==> src/design/dtc_pkg.sv <==
// Constants for the dual timer/counter: register map, field layout, timing.
// Assumes a 10 MHz oscillator clock and an APB master with 32-bit data.
package dtc_pkg;
    // Byte addresses of the registers
    localparam logic [7:0]  MODE_OFFSET      = 8'h00;
    localparam logic [7:0]  RUN_OFFSET       = 8'h04;
    localparam logic [7:0]  OVF_OFFSET       = 8'h08;
    localparam logic [7:0]  COUNT0_OFFSET    = 8'h0C;
    localparam logic [7:0]  COUNT1_OFFSET    = 8'h10;
    // Mode register: timer 0 in the low nibble, timer 1 in the high nibble
    localparam int          MODE_LOW_POS     = 0;
    localparam int          MODE_HIGH_POS    = 1;
    localparam int          COUNT_SEL_POS    = 2;
    localparam int          GATE_EN_POS      = 3;
    localparam int          TIMER1_FIELD_POS = 4;
    // Run and overflow registers: bit 0 timer 0, bit 1 timer 1
    localparam int          UNIT0_POS        = 0;
    localparam int          UNIT1_POS        = 1;
    // Reset values
    localparam logic [7:0]  MODE_RESET       = 8'h00;
    localparam logic [1:0]  RUN_RESET        = 2'h0;
    localparam logic [1:0]  OVF_RESET        = 2'h0;
    localparam logic [15:0] COUNT_RESET      = 16'h0000;
    // Mode field encodings
    localparam logic [1:0]  MODE_PRESCALE    = 2'h0;
    localparam logic [1:0]  MODE_WIDE        = 2'h1;
    localparam logic [1:0]  MODE_RELOAD      = 2'h2;
    localparam logic [1:0]  MODE_SPLIT       = 2'h3;
    // Prescaler in mode 0 takes the low five bits of the low byte
    localparam logic [4:0]  PRESCALE_MAX     = 5'h1F;
    // Timing: the oscillator drives sys_clk, a machine cycle is 12 periods
    localparam int          SYS_CLK_PERIOD_NS = 100;
    localparam int          OSC_PER_MACHINE  = 12;
    localparam logic [3:0]  MC_LAST          = 4'(OSC_PER_MACHINE - 1);
endpackage : dtc_pkg

==> src/design/dtc_timer_counter.sv <==
// Two timer/counters with four modes, external count and gate pins, on APB.
// Assumes count and gate pins are asynchronous; APB runs on sys_clk.
//
// Behaviour
// - Each timer/counter offers four modes picked by a two-bit mode field.
// - Mode 0 is an 8-bit counter fed through a divide-by-32 prescaler.
// - Mode 3 splits timer 0 into two 8-bit halves and stops timer 1.
// - In timer function the count rises once per machine cycle, oscillator over 12.
// - In counter function the count rises on each falling edge of the count pin.
// - Edge detection spans two machine cycles, so the top external rate is over 24.
// - A gate input can be enabled to let counting run only while it is high.
//
// The placing of the registers and register access over APB were left to the implementer.
`timescale 1ns/1ps
module dtc_timer_counter (
    input  wire logic        sys_clk,
    input  wire logic        rst_n,
    input  wire logic        psel,
    input  wire logic        penable,
    input  wire logic        pwrite,
    input  wire logic [7:0]  paddr,
    input  wire logic [31:0] pwdata,
    output logic      [31:0] prdata,
    output logic             pready,
    output logic             pslverr,
    input  wire logic        count_input_zero,
    input  wire logic        count_input_one,
    input  wire logic        gate_input_zero,
    input  wire logic        gate_input_one
);
    import dtc_pkg::*;

    // Step of one 16-bit unit in modes 0 to 2; returns {overflow, high, low}
    function automatic logic [16:0] dtc_step(input logic [1:0] mode,
                                             input logic [7:0] lo,
                                             input logic [7:0] hi);
        logic [13:0] p13;
        logic [16:0] w17;
        logic [8:0]  b9;
        p13 = 14'h0000;
        w17 = 17'h00000;
        b9  = 9'h000;
        case (mode)
            MODE_PRESCALE: begin
                p13 = {1'b0, hi, lo[4:0]} + 14'h0001;
                dtc_step = {p13[13], p13[12:5], lo[7:5], p13[4:0]};
            end
            MODE_WIDE: begin
                w17 = {1'b0, hi, lo} + 17'h00001;
                dtc_step = w17;
            end
            MODE_RELOAD: begin
                b9 = {1'b0, lo} + 9'h001;
                dtc_step = {b9[8], hi, (b9[8] ? hi : b9[7:0])};
            end
            default: begin
                b9 = {1'b0, lo} + 9'h001;
                dtc_step = {b9[8], hi, b9[7:0]};
            end
        endcase
    endfunction : dtc_step

    // Pin synchronisers
    logic [3:0] pin_meta_q;
    logic [3:0] pin_sync_q;

    always_ff @(posedge sys_clk or negedge rst_n) begin
        if (!rst_n) begin
            pin_meta_q <= 4'h0;
            pin_sync_q <= 4'h0;
        end else begin
            pin_meta_q <= {gate_input_one, gate_input_zero, count_input_one, count_input_zero};
            pin_sync_q <= pin_meta_q;
        end
    end

    // Machine-cycle divider and once-per-cycle pin sampling
    logic [3:0] mc_cnt_q;
    logic [3:0] mc_cnt_d;
    logic [1:0] cnt_smp_q;
    logic [1:0] cnt_smp_d;
    logic       mc_tick;
    logic [1:0] fall;

    always_comb begin
        mc_tick   = (mc_cnt_q == MC_LAST);
        mc_cnt_d  = mc_tick ? 4'h0 : mc_cnt_q + 4'h1;
        cnt_smp_d = mc_tick ? pin_sync_q[1:0] : cnt_smp_q;
        // Previous sample high and this one low: two machine cycles per edge
        fall      = mc_tick ? (cnt_smp_q & ~pin_sync_q[1:0]) : 2'h0;
    end

    always_ff @(posedge sys_clk or negedge rst_n) begin
        if (!rst_n) begin
            mc_cnt_q  <= 4'h0;
            cnt_smp_q <= 2'h0;
        end else begin
            mc_cnt_q  <= mc_cnt_d;
            cnt_smp_q <= cnt_smp_d;
        end
    end

    // Registers and counting
    logic [7:0]  mode_q;
    logic [7:0]  mode_d;
    logic [1:0]  run_q;
    logic [1:0]  run_d;
    logic [1:0]  ovf_q;
    logic [1:0]  ovf_d;
    logic [15:0] cnt0_q;
    logic [15:0] cnt0_d;
    logic [15:0] cnt1_q;
    logic [15:0] cnt1_d;
    logic [31:0] prdata_q;
    logic [31:0] prdata_d;
    logic        pslverr_q;
    logic        pslverr_d;
    logic [1:0]  mode0;
    logic [1:0]  mode1;
    logic [1:0]  go;
    logic [1:0]  tick;
    logic        split;
    logic        tick0_hi;
    logic        wr_acc;
    logic        rd_setup;
    logic        hit;
    logic [16:0] step0;
    logic [16:0] step1;
    logic [8:0]  hi0_inc;

    always_comb begin
        mode0    = mode_q[MODE_HIGH_POS:MODE_LOW_POS];
        mode1    = mode_q[TIMER1_FIELD_POS+MODE_HIGH_POS:TIMER1_FIELD_POS];
        split    = (mode0 == MODE_SPLIT);
        // Gate enabled: count only while the gate pin is high
        go[0]    = run_q[UNIT0_POS] & (~mode_q[GATE_EN_POS] | pin_sync_q[2]);
        go[1]    = run_q[UNIT1_POS]
                   & (~mode_q[TIMER1_FIELD_POS+GATE_EN_POS] | pin_sync_q[3]);
        tick[0]  = go[0] & (mode_q[COUNT_SEL_POS] ? fall[0] : mc_tick);
        tick[1]  = go[1] & (mode1 != MODE_SPLIT)
                   & (mode_q[TIMER1_FIELD_POS+COUNT_SEL_POS] ? fall[1] : mc_tick);
        // Split mode: high byte of timer 0 is a plain timer borrowing run and flag of timer 1
        tick0_hi = split & run_q[UNIT1_POS] & mc_tick;
        step0    = dtc_step(mode0, cnt0_q[7:0], cnt0_q[15:8]);
        step1    = dtc_step(mode1, cnt1_q[7:0], cnt1_q[15:8]);
        hi0_inc  = {1'b0, cnt0_q[15:8]} + 9'h001;
        wr_acc   = psel & penable & pwrite;
        rd_setup = psel & ~penable;
        hit      = (paddr == MODE_OFFSET) || (paddr == RUN_OFFSET) || (paddr == OVF_OFFSET)
                   || (paddr == COUNT0_OFFSET) || (paddr == COUNT1_OFFSET);

        mode_d = mode_q;
        run_d  = run_q;
        ovf_d  = ovf_q;
        cnt0_d = cnt0_q;
        cnt1_d = cnt1_q;
        if (tick[0]) begin
            cnt0_d[7:0] = step0[7:0];
            if (!split) begin
                cnt0_d[15:8] = step0[15:8];
            end
        end
        if (tick0_hi) begin
            cnt0_d[15:8] = hi0_inc[7:0];
        end
        if (tick[1]) begin
            cnt1_d = step1[15:0];
        end
        // Write-one clears an overflow flag; a new overflow in that cycle wins
        if (wr_acc && paddr == OVF_OFFSET) begin
            ovf_d = ovf_q & ~pwdata[1:0];
        end
        if (tick[0] && step0[16]) begin
            ovf_d[UNIT0_POS] = 1'b1;
        end
        if ((tick0_hi && hi0_inc[8]) || (tick[1] && step1[16])) begin
            ovf_d[UNIT1_POS] = 1'b1;
        end
        // A software write to a count wins over a same-cycle increment
        if (wr_acc) begin
            case (paddr)
                MODE_OFFSET:   mode_d = pwdata[7:0];
                RUN_OFFSET:    run_d  = pwdata[1:0];
                COUNT0_OFFSET: cnt0_d = pwdata[15:0];
                COUNT1_OFFSET: cnt1_d = pwdata[15:0];
                default: begin
                end
            endcase
        end

        prdata_d  = prdata_q;
        pslverr_d = 1'b0;
        if (rd_setup) begin
            pslverr_d = ~hit;
            case (paddr)
                MODE_OFFSET:   prdata_d = {24'h000000, mode_q};
                RUN_OFFSET:    prdata_d = {30'h00000000, run_q};
                OVF_OFFSET:    prdata_d = {30'h00000000, ovf_q};
                COUNT0_OFFSET: prdata_d = {16'h0000, cnt0_q};
                COUNT1_OFFSET: prdata_d = {16'h0000, cnt1_q};
                default:       prdata_d = 32'h00000000;
            endcase
        end
    end

    always_ff @(posedge sys_clk or negedge rst_n) begin
        if (!rst_n) begin
            mode_q    <= MODE_RESET;
            run_q     <= RUN_RESET;
            ovf_q     <= OVF_RESET;
            cnt0_q    <= COUNT_RESET;
            cnt1_q    <= COUNT_RESET;
            prdata_q  <= 32'h00000000;
            pslverr_q <= 1'b0;
        end else begin
            mode_q    <= mode_d;
            run_q     <= run_d;
            ovf_q     <= ovf_d;
            cnt0_q    <= cnt0_d;
            cnt1_q    <= cnt1_d;
            prdata_q  <= prdata_d;
            pslverr_q <= pslverr_d;
        end
    end

    // Zero wait states: data latched in setup, presented in the access phase
    assign pready  = 1'b1;
    assign prdata  = prdata_q;
    assign pslverr = pslverr_q & psel & penable;

    logic no_wr;
    assign no_wr = ~wr_acc;

    property p_wide_timer;
        @(posedge sys_clk) disable iff (!rst_n)
        (mode0 == MODE_WIDE && !mode_q[COUNT_SEL_POS] && go[0] && mc_tick && no_wr)
        |=> cnt0_q == 16'($past(cnt0_q) + 16'h0001);
    endproperty
    a_wide_timer: assert property (p_wide_timer) else $error("wide timer missed a step");

    property p_reload;
        @(posedge sys_clk) disable iff (!rst_n)
        (mode0 == MODE_RELOAD && tick[0] && cnt0_q[7:0] == 8'hFF && no_wr)
        |=> cnt0_q[7:0] == cnt0_q[15:8] && ovf_q[UNIT0_POS];
    endproperty
    a_reload: assert property (p_reload) else $error("reload not taken");

    property p_prescale;
        @(posedge sys_clk) disable iff (!rst_n)
        (mode0 == MODE_PRESCALE && tick[0] && cnt0_q[4:0] == PRESCALE_MAX && no_wr)
        |=> cnt0_q[4:0] == 5'h00 && cnt0_q[15:8] == 8'($past(cnt0_q[15:8]) + 8'h01);
    endproperty
    a_prescale: assert property (p_prescale) else $error("prescaler carry wrong");

    property p_split_stop;
        @(posedge sys_clk) disable iff (!rst_n)
        (mode1 == MODE_SPLIT && no_wr) |=> $stable(cnt1_q);
    endproperty
    a_split_stop: assert property (p_split_stop) else $error("timer 1 ran in mode 3");

    property p_split_hi;
        @(posedge sys_clk) disable iff (!rst_n)
        (split && run_q[UNIT1_POS] && mc_tick && no_wr)
        |=> cnt0_q[15:8] == 8'($past(cnt0_q[15:8]) + 8'h01);
    endproperty
    a_split_hi: assert property (p_split_hi) else $error("split high byte stalled");

    property p_counter_edge;
        @(posedge sys_clk) disable iff (!rst_n)
        (mode_q[COUNT_SEL_POS] && !fall[0] && !tick0_hi && no_wr) |=> $stable(cnt0_q);
    endproperty
    a_counter_edge: assert property (p_counter_edge) else $error("count without edge");

    property p_edge_rate;
        @(posedge sys_clk) disable iff (!rst_n)
        fall[0] |-> ##12 (mc_tick && !fall[0]);
    endproperty
    a_edge_rate: assert property (p_edge_rate) else $error("edges too close");

    property p_gate;
        @(posedge sys_clk) disable iff (!rst_n)
        (mode_q[GATE_EN_POS] && !pin_sync_q[2]) |-> !tick[0];
    endproperty
    a_gate: assert property (p_gate) else $error("counted with gate low");

    property p_gate_one;
        @(posedge sys_clk) disable iff (!rst_n)
        (mode_q[TIMER1_FIELD_POS+GATE_EN_POS] && !pin_sync_q[3]) |-> !tick[1];
    endproperty
    a_gate_one: assert property (p_gate_one) else $error("unit 1 counted with gate low");

    property p_mc_period;
        @(posedge sys_clk) disable iff (!rst_n)
        mc_tick |=> !mc_tick ##11 mc_tick;
    endproperty
    a_mc_period: assert property (p_mc_period) else $error("machine cycle not 12 clocks");

    property p_counter_edge_one;
        @(posedge sys_clk) disable iff (!rst_n)
        (mode_q[TIMER1_FIELD_POS+COUNT_SEL_POS] && !fall[1] && no_wr) |=> $stable(cnt1_q);
    endproperty
    a_counter_edge_one: assert property (p_counter_edge_one) else $error("unit 1 count without edge");

    property p_edge_rate_one;
        @(posedge sys_clk) disable iff (!rst_n)
        fall[1] |-> ##12 (mc_tick && !fall[1]);
    endproperty
    a_edge_rate_one: assert property (p_edge_rate_one) else $error("unit 1 edges too close");
endmodule : dtc_timer_counter

==> config.mk <==
export PLATFORM = sky130hd
export DESIGN_NAME = dtc_timer_counter
export DESIGN_NICKNAME = d
export VERILOG_FILES = /design/src/design/dtc_pkg.sv /design/src/design/dtc_timer_counter.sv
export SDC_FILE = /design/constraint.sdc
export NUM_CORES = 1
export LEC_CHECK = 0
export ABC_AREA = 1
export BUFFER_PORTS_ARGS = -buffer_cell sky130_fd_sc_hd__buf_4
export CAP_MARGIN = 20
export CORE_UTILIZATION = 41
export DETAILED_ROUTE_END_ITERATION = 8
export MAX_ROUTING_LAYER = met4
export PLACE_DENSITY = 0.67
export SYNTH_ARGS = -nofsm -noshare
export SYNTH_HDL_FRONTEND = slang
export SYNTH_SLANG_ARGS = --single-unit
==> constraint.sdc <==
create_clock -name sys_clk -period 1.55 [get_ports sys_clk]
set_input_delay 0.2325 -clock sys_clk [delete_from_list [all_inputs] [get_ports sys_clk]]
set_output_delay 0.2325 -clock sys_clk [all_outputs]
set_load 0.02 [all_outputs]
==> results.txt, run 1 <==
- Biggest area consumer among synthesized cells: sky130_fd_sc_hd__dfrtp_1
* Worst clock skew: ~8.6 ps
- Kind of launch point of the worst setup path: register
- Cell Rows: 40
* Area share of the leading cell type in the synthesized netlist: 36.9%
- The number of buffers and inverters on the critical path is 1.
- Slack of the worst reg-to-reg path: -270 ps
- The tool flagged a number of max-cap violations equal to 0.
- After routing the design area is 0.00719 mm2.
* Bufs on Longest Clock Path: 2
* Worst setup EP type: register
* Slowest cell delay on critical path: ~360 ps
* Max-slew violation count: 0
* Cell at the root of the clock tree: sky130_fd_sc_hd__clkbuf_16
- In this run the cell area of the synthesized design comes to approximately 0.0051 mm2.
- Count of port buffers added during placement: 49
- In this run the number of H-tree levels came out at 3.
* Placer congestion estimate: 0.960
- Total Die Area: 0.0129 mm2
* Cell area reported after detailed placement: 0.00626 mm2
- For this run, the total global-route usage over all layers was measured as 27.9%.
- Setup violations remaining at the end of the flow were counted as 32.
- The count of nets left with antenna violations once routing finished came out at 0.
- Residual overflow from global routing: 0
* Vias after detailed routing: around 5.6k
* Number of antenna violations at the first check in global routing: 0
- Die X: roughly 110 um
- Data on the critical path arrives at its endpoint at 2040 ps.
- For this design, the slowest cell found on the critical path is sky130_fd_sc_hd__dfrtp_1.
- The flow ran to the end, but the final reports show violations.
* Relative area change from synthesis to final layout: 41.4%
* IO Pins: 83
- Clock latency on the worst-skew pair, taken at its later pin, is 350 ps.
- Count of clock tree sinks: 75
- Wirelength per Cell: ~16 um
- Diodes inserted: 0
- Final Hold Vio Count: 0
- Mapped Avg Cell Area: around 7 um2
- CP required: ~1800 ps
- Fraction of layout cells with a size suffix above 1: 32.2%
- Power spread over the standard cell area amounts to 672 mW/mm2.
- By area the synthesized netlist is led by sky130_fd_sc_hd__dfrtp_1, sky130_fd_sc_hd__nand2_1, sky130_fd_sc_hd__nand3_1.
- Die outline height: 113 um
- Clock tree from TritonCTS: yes
- The routed design could run at a clock period as short as 1820 ps.
- Number of distinct library cells after synthesis: 38
* Number of remaining DRC errors: 0
- The detailed router finished its first iteration with between 500 and 600 violations.
- Critical path peak fanout: 5
* RSZ-0062 raised after global routing: yes
* Synth warn: 0
- Summed over all cells, the static leakage comes to 3.62 nW.
* CTS Buf Count: 9
* Pin count of the biggest net entering global routing: 31
* Peak VDD IR: roughly 0.42 mV
- Final worst-path setup slack: -267 ps
- Post-CTS clock slew at the launch and capture registers of the worst setup and hold paths: 70 ps
- Of the synthesized area, sequential elements account for 36.9%.
- Violations in the final reports: negative setup slack
- Detailed-router iteration count before antenna repair: 7
- The cell count after synthesis came out at 748.
- The signal on the critical path passes through ha_2 -> nand2_2 -> nor2_4 -> inv_2 -> nor2_4 -> nand2_4 -> nor2_2 -> nand2_1 -> a21oi_1 -> a21oi_1.
- Summed over all nets, the half-perimeter wirelength after detailed placement is 12400 um.
* Worst setup path class: register to register
- The first global-routing pass estimated 26600 um of wire.
* Number of global-route vias before repair: ~5.2k
- The final critical path takes up 117% of the cycle.
- Initial core utilization: 42.2%
- Worst slack after detailed placement: -293 ps
* Max Clk Rate: 550 MHz
- After floorplanning, the core was sized to cover about 0.012 mm2.
* DR vias/cell: 5.24
- Hold WC Path Type: input port to register
- On the critical path the largest part of the delay comes from simple AND/OR/NAND/NOR gates.
- Register bit count reported by yosys: 75
* Final routed wirelength across all metal layers: 17000 um
- Fin nets: 958
[flip-flops by register name, summed over array words and instances, names as in the netlist]
name and cells:
pslverr_q 1, pin_meta_q 4, run_q 2, cnt1_q 16, pin_sync_q 4, mode_q 8, prdata 16, cnt_smp_q 2
ovf_q 2, mc_cnt_q 4, cnt0_q 16
[power breakdown]
group          internal, mW  switching, mW  total, mW
Sequential             2.00         0.0371       2.04
Combinational         0.212          0.328      0.540
Clock                  1.29          0.954       2.25
Total                  3.51           1.32       4.83
[cell usage after synthesis (all sizes together)]
| master | count |
|---|---|
| nand2 | 216 |
| inv | 96 |
| nor2 | 79 |
| dfrtp | 75 |
| nand3 | 70 |
| o21ai | 66 |
| a21oi | 42 |
| buf | 33 |
| o22ai | 13 |
| nor3 | 12 |
| nand4 | 9 |
| o211ai | 9 |
| xor2 | 5 |
| a22oi | 4 |
| ha | 4 |
| a31oi | 3 |
| clkbuf | 2 |
| conb | 2 |
| or2 | 2 |
| a21boi | 1 |
| clkinv | 1 |
| nand3b | 1 |
| nor4 | 1 |
| o2111ai | 1 |
| o31ai | 1 |
[stage by stage]
| step | TNS [ps] | hold WS (ps) | utilization (%) | cells | total power [mW] |
|---|---|---|---|---|---|
| floorplan | 0 | -63.1 | - | 763 | 2.33 |
| finish | -3860 | 119 | 59.6 | 1078 | 4.83 |
| CTS | -2010 | 112 | 57.5 | 1072 | 4.83 |
| global placement | -4600 | 199 | 51.9 | 1043 | 2.56 |
| detailed placement | -5800 | 198 | 51.9 | 1043 | 2.56 |
| global route | -7320 | 118 | 59.6 | 1078 | 5.00 |
[final cells by class]
class / instances / area [um2]
inverter: 97 / 389
fill: 1079 / 4870
clock buffer: 9 / 225
sequential: 75 / 1880
timing repair buffer: 164 / 1350
tap: 168 / 210
timing repair inverter: 1 / 16.3
clock inverter: 7 / 93.8
multi-input combinational: 557 / 3020
[metal layers]
layer / track usage [%] / vias to the layer above / wire length, um
met4: 10.8 / 0 / 525
li1: - / 2719 / -
met1: 36.3 / 2660 / 7320
met5: - / - / 0
met2: 43.6 / 225 / 8170
met3: 4.39 / 43 / 983
[path summary, 6_finish.rpt]
check                                end     startpoint  depth (start not counted)
max                            cnt1_q[5]    mc_cnt_q[0]                         10
min                            cnt1_q[0]      pwdata[0]                          3
max reg2reg                    cnt1_q[5]    mc_cnt_q[0]                         10
min reg2reg                pin_sync_q[3]  pin_meta_q[3]                          0
max in group asynchronous     cnt1_q[14]          rst_n                          3
min in group asynchronous    mc_cnt_q[2]          rst_n                          2
[cell usage in the layout, fill, tap and decap left out, types with 11 or more instances in the layout]
master	Yosys	layout
sky130_fd_sc_hd__nand2_2	4	12
sky130_fd_sc_hd__nor2_1	61	55
sky130_fd_sc_hd__o22ai_1	13	13
sky130_fd_sc_hd__a21oi_1	42	26
sky130_fd_sc_hd__nor2_2	12	12
sky130_fd_sc_hd__buf_4	18	141
sky130_fd_sc_hd__inv_2	12	11
sky130_fd_sc_hd__nand2_1	212	195
sky130_fd_sc_hd__dfrtp_1	75	72
sky130_fd_sc_hd__a21oi_2	0	14
sky130_fd_sc_hd__nand3_2	4	12
sky130_fd_sc_hd__o21ai_0	49	31
sky130_fd_sc_hd__nand3_1	66	56
sky130_fd_sc_hd__buf_6	3	11
sky130_fd_sc_hd__conb_1	2	17
sky130_fd_sc_hd__o21ai_1	16	28
sky130_fd_sc_hd__nor2_4	6	12
sky130_fd_sc_hd__inv_1	84	81
[worst register-to-register path: stages (launching register included)]
cell	delay, ps
sky130_fd_sc_hd__dfrtp_1	360
sky130_fd_sc_hd__ha_2	190
sky130_fd_sc_hd__nand2_2	70
sky130_fd_sc_hd__nor2_4	170
sky130_fd_sc_hd__inv_2	80
sky130_fd_sc_hd__nor2_4	150
sky130_fd_sc_hd__nand2_4	140
sky130_fd_sc_hd__nor2_2	180
sky130_fd_sc_hd__nand2_1	70
sky130_fd_sc_hd__a21oi_1	180
sky130_fd_sc_hd__a21oi_1	100
[repair_timing]
action,4_1_cts,5_1_grt
hold endpoints to repair,32,0
setup endpoints to repair,32,34
pin swaps,12,23
gates cloned,2,1
hold buffers,5,0
buffers inserted,6,5
resized for setup,73,61
[logic make-up after synthesis]
kind of cell / synth area share, %
other: 0.148
buffers and inverters: 11.8
flip-flops: 36.9
AND/OR/NAND/NOR: 34.1
AO/OA/AOI/OAI: 15.3
adder cells (fa/ha/maj): 0.984
XOR/XNOR: 0.861
Note: power is estimated with default switching activity, not from simulation.
==> run 2: changes to the inputs <==
CORE_UTILIZATION = 29   (was 41)
PLACE_DENSITY = 0.52   (was 0.67)
==> run 2 against run 1 <==
The flow still finishes with violations (negative setup slack); combinational power up 3%; register-to-register slack better by 80 ps; flip-flop and latch count unchanged; cell count up 7.2%; maximum frequency up 4.8%; via count down 1.9%; global-route usage down 7.0 points; first-iteration DRC count down 28%; routed wire length up 4.0%; cell area up 4.7%; clock-buffer cell count up 1; critical path depth up 4; largest power group unchanged; highest routed layer unchanged.
==> results.txt, run 2 (same netlist as run 1, synthesis figures left out) <==
- The maximum buffer depth of the clock tree is 2 (unchanged).
- Hold WC Path Type: input port to register
- Fin nets: 979 (+2.2%)
- From synthesis to final layout, the design area changed by 48.1%.
- Max Clk Rate: 577 MHz (+4.8%)
- The data arrival time at the worst-slack endpoint is 2000 ps (-40 ps).
* Non-filler instance count after layout: 1156 (+7.2%)
- Count of clock tree sinks: 75 (unchanged)
* Final Hold Vio Count: 0 (unchanged)
* First-pass GRT wire length: 28100 um (+5.7%)
- Kind of launch point of the worst setup path: register
- Crit path time final: 1730 ps (-82.6 ps)
* Worst setup path class: register to register
- Worst setup EP type: register
* Placer congestion estimate: 0.923 (-3.9%)
* Final routed wirelength across all metal layers: 17700 um (+4.0%)
- Antenna-violating nets left: 0 (unchanged)
- The width of the chip came to 134 um (+19%).
- The number of diodes added for antenna fixing is 0 (unchanged).
- Result of the run: complete, but fails checks
* Total non-filler cell area in the finished layout: 0.00753 mm2 (+4.7%)
- The total placed cells including tap cells came to 1120 (+7.4%).
- The leakage dissipation came to 3.76 nW (+3.9%).
* Most common cell after layout, fill and taps aside: sky130_fd_sc_hd__nand2_1
* DR vias/cell: 4.79 (-8.5%)
* Wirelength per Cell: 15.3 um (-3.0%)
- Clock latency of the later-clocked register in the worst-skew pair: 340 ps (about the same)
- Cell area reported after detailed placement: 0.00652 mm2 (+4.1%)
* Fraction of layout cells with a size suffix above 1: 34.3% (+2.1 points)
- Number of remaining DRC errors: 0 (unchanged)
- Detailed placer's ending HPWL: 13500 um (+9.6%)
- H-tree level count: 3 (unchanged)
- The overall via count from detail_route is 5539 (-1.9%).
- The power density over the cells was 663 mW/mm2 (-1.4%).
- Final Core Density: 43.7% (-16 points)
* Critical path peak fanout: 5 (unchanged)
- The number of buffers inserted by port buffering is 49 (unchanged).
- The worst setup timing slack at the placement stage came to -250 ps (+42.7 ps).
- Area of the core: 0.0172 mm2 (+43%)
- CTS Buf Count: 9 (unchanged)
* Number of antenna violations at the first check in global routing: 0 (unchanged)
- The final reports fail on negative setup slack.
- The initial DRC count was 374 (-28%).
- The worst endpoint required time came to 1820 ps (+50 ps).
* Max-Cap Viols: 0 (unchanged)
- The worst hold slack was 130 ps (+10.4 ps).
- Final Setup Violations: 29 (-9.4%)
* Pin count of the biggest net entering global routing: 29 (-6.5%)
- Number of global-route vias before repair: 5346 (+3.0%)
- Total Die Area: 0.0181 mm2 (+41%)
- Final worst-path setup slack: -184 ps (+82.6 ps)
- Peak VDD IR: 0.523 mV (+25%)
- The number of search-and-repair iterations in the first detailed-routing pass was 5 (-2).
- The setup clock skew after layout is 9.76 ps (+1.18 ps).
* Aggregate global-route resource usage: 20.9% (-7.0 points)
- The total power was 4.99 mW (+3.3%).
* Cell Rows: 48 (+20%)
- TritonCTS built the clock tree.
* Setup TNS: -3650 ps (+216 ps)
- Final worst-path cycle share: 112% (-5.3 points)
- Die outline height: 134 um (+19%)
- Commonest cells after routing, fill and taps aside: sky130_fd_sc_hd__nand2_1, sky130_fd_sc_hd__buf_4, sky130_fd_sc_hd__inv_1, sky130_fd_sc_hd__dfrtp_1
- Post-CTS clock slew at the launch and capture registers of the worst setup and hold paths: 70 ps (about the same)
- Residual overflow from global routing: 0 (unchanged)
* Max-slew violation count: 0 (unchanged)
- RSZ-0062 raised after global routing: yes
- IO Pins: 83 (unchanged)
- Cell at the root of the clock tree: sky130_fd_sc_hd__clkbuf_16
- The initial standard-cell utilization of the core is 29.5% (-13 points).
run 2: cell count changes in the layout (fill, tap and decap cells not counted), sizes merged:
cell	previous run	this run
clkinv	4	2
inv	99	98
buf	159	179
bufbuf	0	1
clkbuf	9	10
bufinv	1	2
clkinvlp	1	2
run 2: worst paths after layout:
| path | startpoint | end | slack (ps) | depth (start not counted) |
|---|---|---|---|---|
| worst max-delay path | mc_cnt_q[0] | cnt1_q[12] | -180 | 14 |
| worst min-delay path | pwdata[8] | cnt1_q[8] | 130 | 3 |
| worst max register to register | mc_cnt_q[0] | cnt1_q[12] | -180 | 14 |
| worst min register to register | pin_meta_q[2] | pin_sync_q[2] | 350 | 0 |
| max in group asynchronous | rst_n | cnt1_q[13] | 680 | 3 |
| min in group asynchronous | rst_n | pin_sync_q[2] | 370 | 2 |
run 2: area by class of cell:
class / instances / area [um2]
fillers: 1744 / 9710
multi-input cells: 557 / 3060
flip-flops and latches: 75 / 1880
repair buffers: 185 / 1580
inverters: 97 / 380
well taps: 225 / 282
clock buffers: 10 / 239
clock inverters: 6 / 96.3
repair inverters: 1 / 8.76
run 2: worst max-delay path, cell delays in order (launching register included):
cell,delay [ps]
sky130_fd_sc_hd__dfrtp_1,360
sky130_fd_sc_hd__ha_2,200
sky130_fd_sc_hd__nand2_2,60
sky130_fd_sc_hd__nor2_4,130
sky130_fd_sc_hd__inv_2,80
sky130_fd_sc_hd__nor2_4,160
sky130_fd_sc_hd__nand2_4,130
sky130_fd_sc_hd__inv_4,120
sky130_fd_sc_hd__buf_6,120
sky130_fd_sc_hd__nand2_4,40
sky130_fd_sc_hd__nand2_2,40
sky130_fd_sc_hd__nand2_1,40
sky130_fd_sc_hd__inv_1,60
sky130_fd_sc_hd__nor2_2,40
sky130_fd_sc_hd__nor2_1,90
run 2: routing by layer:
| layer | part of all wire [%] | GRT usage [%] |
|---|---|---|
| met1 | 46 | 27.0 |
| met2 | 49 | 34.2 |
| met3 | 3.1 | 2.00 |
| met4 | 2.4 | 6.93 |
| met5 | 0 | - |
run 2: report_power, final:
group	leakage (nW)	internal (mW)	switching (mW)	total [mW]
registers	0.878	2.00	0.0342	2.04
clock network	0.161	1.48	0.920	2.40
logic	2.72	0.220	0.336	0.556
total	3.76	3.70	1.29	4.99
run 2: timing repair:
item / in CTS / in global routing
buffers inserted: 6 / 7
gates cloned: 3 / 0
pin swaps: 24 / 35
resized for setup: 63 / 78
setup endpoints to repair: 33 / 34
hold buffers: 5 / 0
endpoints found under the hold margin: 30 / 0
